`src/design/ppc_defines.vh`:
```
`ifndef PPC_DEFINES_VH
`define PPC_DEFINES_VH
`define PPC_DIST_W        9
`define PPC_TREE_N        11
`define PPC_IDX_STATUS_LED_1      8
`define PPC_CLK_HZ        10000000
`define PPC_PULSE_NS      16000000
`define PPC_PULSE_NS_LONG 64000000
`define PPC_PULSE_CYC     ((`PPC_CLK_HZ / 1000) * (`PPC_PULSE_NS / 1000) / 1000)
`define PPC_PULSE_CYC_LONG ((`PPC_CLK_HZ / 1000) * (`PPC_PULSE_NS_LONG / 1000) / 1000)
`define PPC_CNT_W         20
`define PPC_ZERO_CNT      20'h00000
`define PPC_ONE_CNT       20'h00001
`define PPC_STRAP_AGE0    2'h0
`define PPC_STRAP_STEP    2'h1
`define PPC_STRAP_SETTLE  2'h2
`define PPC_ST_NORMAL     3'h0
`define PPC_ST_SAVE       3'h1
`define PPC_ST_ENERGY_DETECT_POWERDOWN       3'h2
`define PPC_ST_PDOWN      3'h3
`define PPC_ST_SLOW       3'h4
`define PPC_ST_TREE       3'h5
`endif

```
`src/design/ppc_nand_chain.v`:
```
`timescale 1ns/1ps
`include "ppc_defines.vh"
module ppc_nand_chain #(
  parameter N = 11
) (
  // Tree inputs, index 0 first in order
  input  wire [N-1:0] tree_in,
  input  wire         skip_status_led_1,
  // Chain result
  output wire         tree_out
);
  wire [N:0] stage;
  wire       odd_len;
  // Odd live length needs one extra inversion so all-high reads high
  assign stage[0] = 1'b1;
  genvar i;
  generate
    for (i = 0; i < N; i = i + 1) begin : g_nand
      if (i == `PPC_IDX_STATUS_LED_1) begin : g_opt
        // Partial chain bypasses the missing pin
        assign stage[i+1] = skip_status_led_1 ? stage[i] : ~(stage[i] & tree_in[i]);
      end else begin : g_std
        assign stage[i+1] = ~(stage[i] & tree_in[i]);
      end
    end
  endgenerate
  assign odd_len  = ((N % 2) == 1) ^ skip_status_led_1;
  assign tree_out = stage[N] ^ odd_len;
endmodule // ppc_nand_chain

```
`src/design/ppc_power_ctrl.v`:
```
`timescale 1ns/1ps
`include "ppc_defines.vh"
module ppc_power_ctrl #(
  parameter PULSE_CYC      = `PPC_PULSE_CYC,
  parameter PULSE_CYC_LONG = `PPC_PULSE_CYC_LONG
) (
  // Clock and reset
  input  wire                   clk_sys,
  input  wire                   rst,
  // Control bits from the register file
  input  wire                   power_save_en,
  input  wire                   energy_detect_powerdown_disable,
  input  wire                   pll_off_en,
  input  wire                   power_down,
  input  wire                   slow_osc_en,
  input  wire                   soft_reset,
  input  wire                   tree_sw_en,
  input  wire                   long_pulse_gap,
  input  wire                   mii_variant,
  // Link status from the transceiver
  input  wire                   autoneg_en,
  input  wire                   link_up,
  input  wire [`PPC_DIST_W-1:0] fault_dist_raw,
  // Pins
  input  wire                   tree_strap_pin,
  input  wire                   mdio_pin,
  input  wire                   mdc_pin,
  input  wire                   rxd1_pin,
  input  wire                   rxd0_pin,
  input  wire                   crs_dv_pin,
  input  wire                   ref_clk_pin,
  input  wire                   interrupt_out_pin,
  input  wire                   txen_pin,
  input  wire                   status_led_1_pin,
  input  wire                   status_led_0_pin,
  input  wire                   txd0_pin,
  // Outputs
  output reg                    txd1_out,
  output reg                    tree_active,
  output reg                    pins_input_only,
  output reg  [`PPC_DIST_W-1:0] fault_dist,
  output reg                    rx_blocks_on,
  output reg                    tx_on,
  output reg                    energy_det_on,
  output reg                    pll_on,
  output reg                    use_slow_osc,
  output reg                    crystal_in_en,
  output reg                    mgmt_only,
  output reg                    link_pulse,
  output reg                    low_power_mode,
  output reg  [2:0]             power_state
);
  reg  [`PPC_TREE_N-1:0] sync1;
  reg  [`PPC_TREE_N-1:0] sync2;
  reg                    strap1;
  reg                    strap2;
  reg                    strap_latched;
  reg                    strap_taken;
  reg  [1:0]             strap_age;
  reg  [2:0]             next_state;
  reg  [`PPC_CNT_W-1:0]  pulse_cnt;
  wire [`PPC_CNT_W-1:0]  pulse_reload;
  wire                   idle_link;
  wire                   chain_out;

  // Pins pass two flops; tree order fixed
  wire [`PPC_TREE_N-1:0] pin_vec = {txd0_pin, status_led_0_pin, status_led_1_pin, txen_pin,
                                    interrupt_out_pin, ref_clk_pin, crs_dv_pin, rxd0_pin,
                                    rxd1_pin, mdc_pin, mdio_pin};

  // Pins idle high so the chain starts from all-high after reset
  always @(posedge clk_sys or posedge rst) begin
    if (rst) begin
      sync1 <= {`PPC_TREE_N{1'b1}};
      sync2 <= {`PPC_TREE_N{1'b1}};
    end else begin
      sync1 <= pin_vec;
      sync2 <= sync1;
    end
  end

  always @(posedge clk_sys or posedge rst) begin
    if (rst) begin
      strap1 <= 1'b0;
      strap2 <= 1'b0;
    end else begin
      strap1 <= tree_strap_pin;
      strap2 <= strap1;
    end
  end

  // Strap pair shows reset values for two edges; latching earlier misses it
  always @(posedge clk_sys or posedge rst) begin
    if (rst) begin
      strap_age <= `PPC_STRAP_AGE0;
    end else if (strap_age != `PPC_STRAP_SETTLE) begin
      strap_age <= strap_age + `PPC_STRAP_STEP;
    end
  end

  // Strap is caught once after reset release
  always @(posedge clk_sys or posedge rst) begin
    if (rst) begin
      strap_latched <= 1'b0;
      strap_taken   <= 1'b0;
    end else if (!strap_taken && strap_age == `PPC_STRAP_SETTLE) begin
      strap_latched <= strap2;
      strap_taken   <= 1'b1;
    end
  end

  ppc_nand_chain #(
    .N (`PPC_TREE_N)
  ) u_chain (
    .tree_in   (sync2),
    .skip_status_led_1 (mii_variant),
    .tree_out  (chain_out)
  );

  assign idle_link = autoneg_en & ~link_up;
  // Longer pulse gap trades wake latency for lower power
  assign pulse_reload = long_pulse_gap ? PULSE_CYC_LONG[`PPC_CNT_W-1:0]
                                       : PULSE_CYC[`PPC_CNT_W-1:0];

  always @* begin
    if (strap_latched | tree_sw_en) begin
      next_state = `PPC_ST_TREE;
    end else if (power_down & slow_osc_en) begin
      next_state = `PPC_ST_SLOW;
    end else if (power_down) begin
      next_state = `PPC_ST_PDOWN;
    end else if (!energy_detect_powerdown_disable && idle_link) begin
      next_state = `PPC_ST_ENERGY_DETECT_POWERDOWN;
    end else if (power_save_en && idle_link) begin
      next_state = `PPC_ST_SAVE;
    end else begin
      next_state = `PPC_ST_NORMAL;
    end
  end

  always @(posedge clk_sys or posedge rst) begin
    if (rst) begin
      power_state     <= `PPC_ST_NORMAL;
      rx_blocks_on    <= 1'b1;
      tx_on           <= 1'b1;
      energy_det_on   <= 1'b1;
      pll_on          <= 1'b1;
      use_slow_osc    <= 1'b0;
      crystal_in_en   <= 1'b1;
      mgmt_only       <= 1'b0;
      low_power_mode  <= 1'b0;
      tree_active     <= 1'b0;
      pins_input_only <= 1'b0;
      txd1_out        <= 1'b0;
      fault_dist      <= {`PPC_DIST_W{1'b0}};
    end else begin
      power_state     <= soft_reset ? `PPC_ST_NORMAL : next_state;
      fault_dist      <= fault_dist_raw;
      tree_active     <= (next_state == `PPC_ST_TREE);
      pins_input_only <= (next_state == `PPC_ST_TREE);
      txd1_out        <= (next_state == `PPC_ST_TREE) ? chain_out : 1'b0;
      case (next_state)
        `PPC_ST_SAVE: begin
          rx_blocks_on  <= 1'b0;
          tx_on         <= 1'b1;
          energy_det_on <= 1'b1;
          pll_on        <= 1'b1;
          use_slow_osc  <= 1'b0;
          crystal_in_en <= 1'b1;
          mgmt_only     <= 1'b0;
          low_power_mode <= 1'b1;
        end
        `PPC_ST_ENERGY_DETECT_POWERDOWN: begin
          rx_blocks_on  <= 1'b0;
          tx_on         <= 1'b1;
          energy_det_on <= 1'b1;
          pll_on        <= ~pll_off_en;
          use_slow_osc  <= 1'b0;
          crystal_in_en <= 1'b1;
          mgmt_only     <= 1'b0;
          low_power_mode <= 1'b1;
        end
        `PPC_ST_PDOWN, `PPC_ST_SLOW: begin
          rx_blocks_on  <= 1'b0;
          tx_on         <= 1'b0;
          energy_det_on <= 1'b0;
          pll_on        <= 1'b0;
          use_slow_osc  <= (next_state == `PPC_ST_SLOW);
          crystal_in_en <= (next_state != `PPC_ST_SLOW);
          mgmt_only     <= 1'b1;
          low_power_mode <= 1'b1;
        end
        default: begin
          rx_blocks_on  <= 1'b1;
          tx_on         <= 1'b1;
          energy_det_on <= 1'b1;
          pll_on        <= 1'b1;
          use_slow_osc  <= 1'b0;
          crystal_in_en <= 1'b1;
          mgmt_only     <= 1'b0;
          low_power_mode <= 1'b0;
        end
      endcase
    end
  end

  // Link pulses keep two sleeping partners able to wake
  always @(posedge clk_sys or posedge rst) begin
    if (rst) begin
      pulse_cnt  <= `PPC_ZERO_CNT;
      link_pulse <= 1'b0;
    end else if (power_state != `PPC_ST_ENERGY_DETECT_POWERDOWN) begin
      pulse_cnt  <= `PPC_ZERO_CNT;
      link_pulse <= 1'b0;
    end else if (pulse_cnt == `PPC_ZERO_CNT) begin
      pulse_cnt  <= pulse_reload - `PPC_ONE_CNT;
      link_pulse <= 1'b1;
    end else begin
      pulse_cnt  <= pulse_cnt - `PPC_ONE_CNT;
      link_pulse <= 1'b0;
    end
  end

endmodule // ppc_power_ctrl

```
`config.mk`:
```
export PLATFORM = sky130hd
export DESIGN_NAME = ppc_power_ctrl
export DESIGN_NICKNAME = d
export VERILOG_FILES = /design/src/design/ppc_nand_chain.v /design/src/design/ppc_power_ctrl.v
export VERILOG_INCLUDE_DIRS = /design/src /design/src/design
export SDC_FILE = /design/constraint.sdc
export NUM_CORES = 1
export LEC_CHECK = 0
export BUFFER_PORTS_ARGS = -buffer_cell sky130_fd_sc_hd__buf_2
export CAP_MARGIN = 20
export CORE_MARGIN = 2
export CORE_UTILIZATION = 30
export CTS_CLUSTER_DIAMETER = 60
export DETAILED_ROUTE_END_ITERATION = 10
export PLACE_DENSITY_LB_ADDON = 0.08
export SYNTH_ARGS = -nofsm -noshare
export SYNTH_HDL_FRONTEND = slang
export SYNTH_HIERARCHICAL = 1
export SYNTH_SLANG_ARGS = --single-unit
```
`constraint.sdc`:
```
create_clock -name clk_sys -period 2.9 [get_ports clk_sys]
set_clock_uncertainty 0.1 [all_clocks]
set_input_delay 0.29 -clock clk_sys [delete_from_list [all_inputs] [get_ports clk_sys]]
set_output_delay 0.29 -clock clk_sys [all_outputs]
set_load 0.1 [all_outputs]
```
* After elaboration in Yosys (flattened, before gate mapping)
Index checks and enable logic that the tools add are counted.
Word-level totals: register bits after elaboration 70, latch bits 0, bits in writable memories 0, bits in read-only memories 0, output and inout bits 24, logic and storage cells 88, memories kept 0
Operators by class: add/sub/neg operators 3, multipliers 0, div/mod/pow operators 0, order comparisons 0, eq/ne operators 9, shift-type cells 0, multiplexer cells 20, bitwise logic cells 28, reduce and logical (&&, ||, !) cells 8
Operator list (number):
- two-way mux 20 bit | 3
- subtractor 20 x 1 -> 20 bit (second input constant) | 2
- zero test 20 bit | 1
- inverter 1 bit | 14
- bitwise AND 1 bit | 12
- two-way mux 1 bit | 11
- two-way mux 3 bit | 3
- equality test 3 x 2 -> 1 bit (second input constant) | 2
- equality test 3 bit (second input constant) | 2
- two-way mux 2 bit | 2
- OR reduction 4 bit | 1
- equality test 3 x 1 -> 1 bit (second input constant) | 1
- logical AND 1 bit | 3
- inequality test 3 x 2 -> 1 bit (second input constant) | 1
- inequality test 3 bit (second input constant) | 1
- adder 2 x 1 -> 2 bit (second input constant) | 1
- equality test 2 bit (second input constant) | 1
- zero test 1 bit | 2
- inequality test 2 bit (second input constant) | 1
- case mux 1 bit (2 select lines) | 1
- OR reduction 2 bit | 1
- bitwise OR 1 bit | 1
- bitwise XOR 1 bit | 1

* Longest topological paths before layout
depth in word-level cells 24, depth in mapped cells 6, gate-level depth less buffers 6

* Modules after synthesis
Netlist, hierarchy kept.
By module, submodules not included:
- ppc_power_ctrl | times used 1, cells each 199, area each 2585.0 µm², seq. area each 1784.2 µm²
- ppc_nand_chain | times used 1, cells each 11, area each 61.3 µm², seq. area each 0.0 µm²

* Worst setup path before layout
Ideal clock, no wire load.
path type reg2reg, from reg pulse_cnt[0], to reg pulse_cnt[16], library setup time 0.079 ns, arrival time 2.045 ns, required time 2.721 ns, path slack 0.676 ns, stages on the path, launching flop included 7, buffers on the path 0, clock period less this slack 2.224 ns, path through dfrtp_1 -> inv_1 -> ha_1 -> or4b_1 -> nor3_1 -> or4b_1 -> mux2i_1
On the way: longest elaborated chain between the ends 3
RTL lines:
- start, declared | RTL line ppc_power_ctrl.v:61 | reg [`PPC_CNT_W-1:0] pulse_cnt;
- start signal, assigned | RTL line ppc_power_ctrl.v:210 | pulse_cnt <= `PPC_ZERO_CNT;
- start signal, assigned | RTL line ppc_power_ctrl.v:213 | pulse_cnt <= `PPC_ZERO_CNT;
- start signal, assigned | RTL line ppc_power_ctrl.v:216 | pulse_cnt <= pulse_reload - `PPC_ONE_CNT;
- subtractor 20 x 1 -> 20 bit (no line) or zero test 20 bit (tied branches)
- two-way mux 20 bit (*) | RTL line ppc_power_ctrl.v:215 | end else if (pulse_cnt == `PPC_ZERO_CNT) begin
- two-way mux 20 bit (*) | RTL line ppc_power_ctrl.v:212 | end else if (power_state != `PPC_ST_ENERGY_DETECT_POWERDOWN) begin
Mark *: on every way between the ends. The rest lies on a longest branch, timed or not. A chain may end at the register's enable or synchronous reset.

* Final worst setup path
Ends and elaborated chain as after synthesis.

==> results by group <==
Outcome
  – Outcome: finished, final reports clean

Layout
  – Layout Nets: 332
  – Fill count: 837
  – Non-filler instance count after layout: 409
  – Area growth syn-to-layout: 32.2%
  – Diode count: 0
  – Layout cells sized above 1: 0.372
  – Post-Route Utilization: 0.405

Routing
  – Wl on met1: 2460 µm
  – First drt pass iteration count: 4
  – Post-Route WL: 5440 µm
  – Antenna Nets Post-Route: 0
  – Routed vias: 1878
  – Vias per inst: 4.59
  – Met3 Wirelength: 275 µm
  – DRC: 0
  – Met2 wire length: 2590 µm
  – Iter 0 DRT Violations: 47
  – WL per Instance: between 10 and 15 µm
  – Top Layer Used: met4

Synthesis
  – Synth area leaders: dfrtp_1 42%, dfstp_2 26%, or4_1 2.3%, a21oi_1 2.1%, inv_1 1.8%
  – Top cell type's share of synthesized area: 0.416
  – Post-synthesis sequential area ratio: 0.674
  – Post-synthesis net count: 246
  – Syn_area_per_cell: between 10 and 15 µm²
  – Yosys top cell by area: dfrtp_1
  – Most common cell in the netlist: dfrtp_1
  – Cell Area, Synth: between 2000 and 3000 µm²
  – Synth cell types: 43
  – Main flop type after synthesis: dfrtp_1
  – Commonest cells in the netlist: 44 x dfrtp_1, 26 x dfstp_2, 13 x inv_1
  – Synthesis Warnings: 6
  – Yosys reg bits: 70
  – Post-synth EDFFs: 0
  – Post-Syn Instances: 210
  – Post-synth ARST share: 1.00

Setup path
  – Max stage delay cell, worst path: or4b_1
  – CP endpoint kind: flop
  – WS Path Type: flop to flop
  – Reg2Reg Depth: 6
  – Reg2reg start: pulse_cnt[0]
  – CP Buf/Inv Count: 1
  – Top Family by Delay on Critical Path: simple AND/OR/NAND/NOR gates
  – CP startpoint kind: flop
  – R2r endpoint: pulse_cnt[16]
  – Worst path max stage delay: 0.54 ns
  – Worst R2R Setup Slack: between 0.4 and 0.5 ns
  – Arrival @ worst endpoint: 2.64 ns
  – Crit path required time: approximately 3.1 ns
  – Critical path peak fanout: 5
  – Cell Chain, Critical Path: inv_1 > ha_1 > or4b_1 > nor3_1 > or4b_1 > mux2i_1
  – CP dominant cell by count: or4b_1

Clocking
  – # resized after CTS: 0
  – TritonCTS clock tree: yes
  – Sink Count: 70
  – Postcts setup bufs: 0
  – Worst-path clk slew: 0.08 ns
  – Max H-tree Level: 3
  – Clk_lat worst skew: 0.35 ns
  – CTS max path bufs: 2
  – TritonCTS buffer count: 9
  – Clk root buf: clkbuf_8

Floorplanning
  – Die X: 97.9 µm
  – Core area: 8640 µm²
  – Starting Density: 0.306
  – Rows: 34
  – Die span in y: 97.9 µm
  – Die ar.: 9590 µm²
  – IO Pins: 58

Timing
  – Final hold violation count: 0
  – Max Slew Vio Count: 0
  – FMAX: 0.407 GHz
  – RSZ-0062 raised after global routing: false
  – Post-route clock period utilization: 0.848
  – Slew headroom: 0.604
  – Setup TNS: 0 ns
  – Final setup vio count: 0
  – WHS: ~0.023 ns
  – Worst Tran Pin Value: 0.592 ns
  – Setup slack after layout: 0.442 ns
  – Fin crit period: 2.46 ns

Placement
  – Post-Place Cells: 371
  – Gpl congestion: ~0.74
  – HPWL Detailed: 3610 µm
  – Place WS: 0.467 ns
  – Number of I/O port buffers: 57

Global route
  – Initial antenna violation count: 0
  – GRT Util Overall: 0.123
  – Largest net degree at the start of global routing: 28
  – First-pass GRT wire length: approximately 9100 µm
  – Number of global-route vias before repair: approximately 1.9k
  – Total global routing overflow: 0

Power and ir drop
  – Power share of the clock group: 0.402
  – Switching Fraction: 0.276
  – Worst IR Drop VDD: 0.000297 V
  – Internal: about 0.0016 W
  – Pwr dens: approximately 630 nW/µm²
  – Leakage power: 1.67 nW
  – Seq pwr share: 0.472
  – Switch Pwr: 0.000604 W
  – Combinational share of power: 0.126

Hold path
  – Hold Crit Class: input port to flop
  – HP Start: soft_reset
  – Hold path cells: 2
  – Hold Path End: power_state[0]

Job
  – Max Cap Violations: 0
power groups by stage:
| stage | registers (W) | logic (W) | clock network, W |
|---|---|---|---|
| 2_1_floorplan | 0.00116 | 0.0000815 | 0 |
| 3_3_place_gp | 0.00105 | 0.000256 | 0 |
| 3_5_place_dp | 0.00105 | 0.000256 | 0 |
| 4_1_cts | 0.00104 | 0.000279 | 0.000913 |
| 5_1_grt | 0.00104 | 0.000297 | 0.000949 |
| 6_report | 0.00104 | 0.000276 | 0.000882 |
sequential cells by signal, summed over array words and instances (netlist names), 2 cells and up:
name,cells
power_state,3
fault_dist,9
strap_age,2
sync1,11
pulse_cnt,20
sync2,11
cells in the final DEF, fill, tap and decap left out, types with 3 or more instances in the layout:
master,n
buf_2,57
dfrtp_1,44
dfstp_2,26
dlygate4sd3_1,22
inv_1,12
nand2_1,11
a21oi_1,11
nor2_1,9
clkbuf_8,9
o21ai_0,8
or4_1,8
nor3_1,7
a31oi_1,7
or3_1,6
nand2b_1,5
mux2i_1,4
o31ai_1,4
buf_4,4
or4b_1,3
nand3_1,3
through the flow:
step           power [W]  area [µm²]
2_1_floorplan    0.00124        2650
3_3_place_gp     0.00131        3060
3_5_place_dp     0.00131        3060
4_1_cts          0.00223        3500
5_1_grt          0.00229        3500
6_report         0.00219        3500
what timing repair did:
action                     4_1_cts  5_1_grt
hold buffers                    22        0
hold endpoints to repair        40        0
setup endpoints to repair        0        0
kinds of logic (layout without fill, tap and decap cells):
logic type	after synthesis	count (layout)	share of synthesized area
simple gates	67	67	0.149
xor+xnor	3	3	0.00993
compound gates	41	41	0.100
fa+ha+maj	2	2	0.00945
flops	70	70	0.674
buf+inv	21	112	0.0336
mux	6	6	0.0236
final cells by class:
cell class | count | area [µm²] | area share
timing repair buffer | 83 | 536 | 0.153
clock inverter | 7 | 97.6 | 0.0279
sequential | 70 | 1780 | 0.510
multi-input combinational | 119 | 773 | 0.221
tap | 108 | 135 | 0.0386
inverter | 13 | 48.8 | 0.0139
clock buffer | 9 | 124 | 0.0354
worst reg2reg max path, delay by kind of cell, from the launching register on:
kind,cells,cell delay [ns]
muxes,1,0.13
buffers and inverters,1,0.07
and+or+nand+nor,3,1.48
DFF,1,0.41
adders and majority gates,1,0.21
per-layer routing:
metal | vias to the layer above | global-route usage
met1 | 913 | 0.158
met5 | - | 0
met2 | 38 | 0.187
met3 | 9 | 0.0422
li1 | 918 | -
met4 | 0 | 0.0577
how the worst max path moves through the flow:
stage | end | slack (ns) | from | cells past startpoint
after floorplan | pulse_cnt[16] | 0.68 | pulse_cnt[0] | 6
after global placement | pulse_cnt[16] | 0.52 | pulse_cnt[0] | 6
after detailed placement | pulse_cnt[16] | 0.47 | pulse_cnt[0] | 6
after CTS | pulse_cnt[16] | 0.45 | pulse_cnt[0] | 6
after global routing | pulse_cnt[16] | 0.29 | pulse_cnt[0] | 6
final | pulse_cnt[16] | 0.44 | pulse_cnt[0] | 6
No activity file was read; power rests on OpenSTA's default activity.
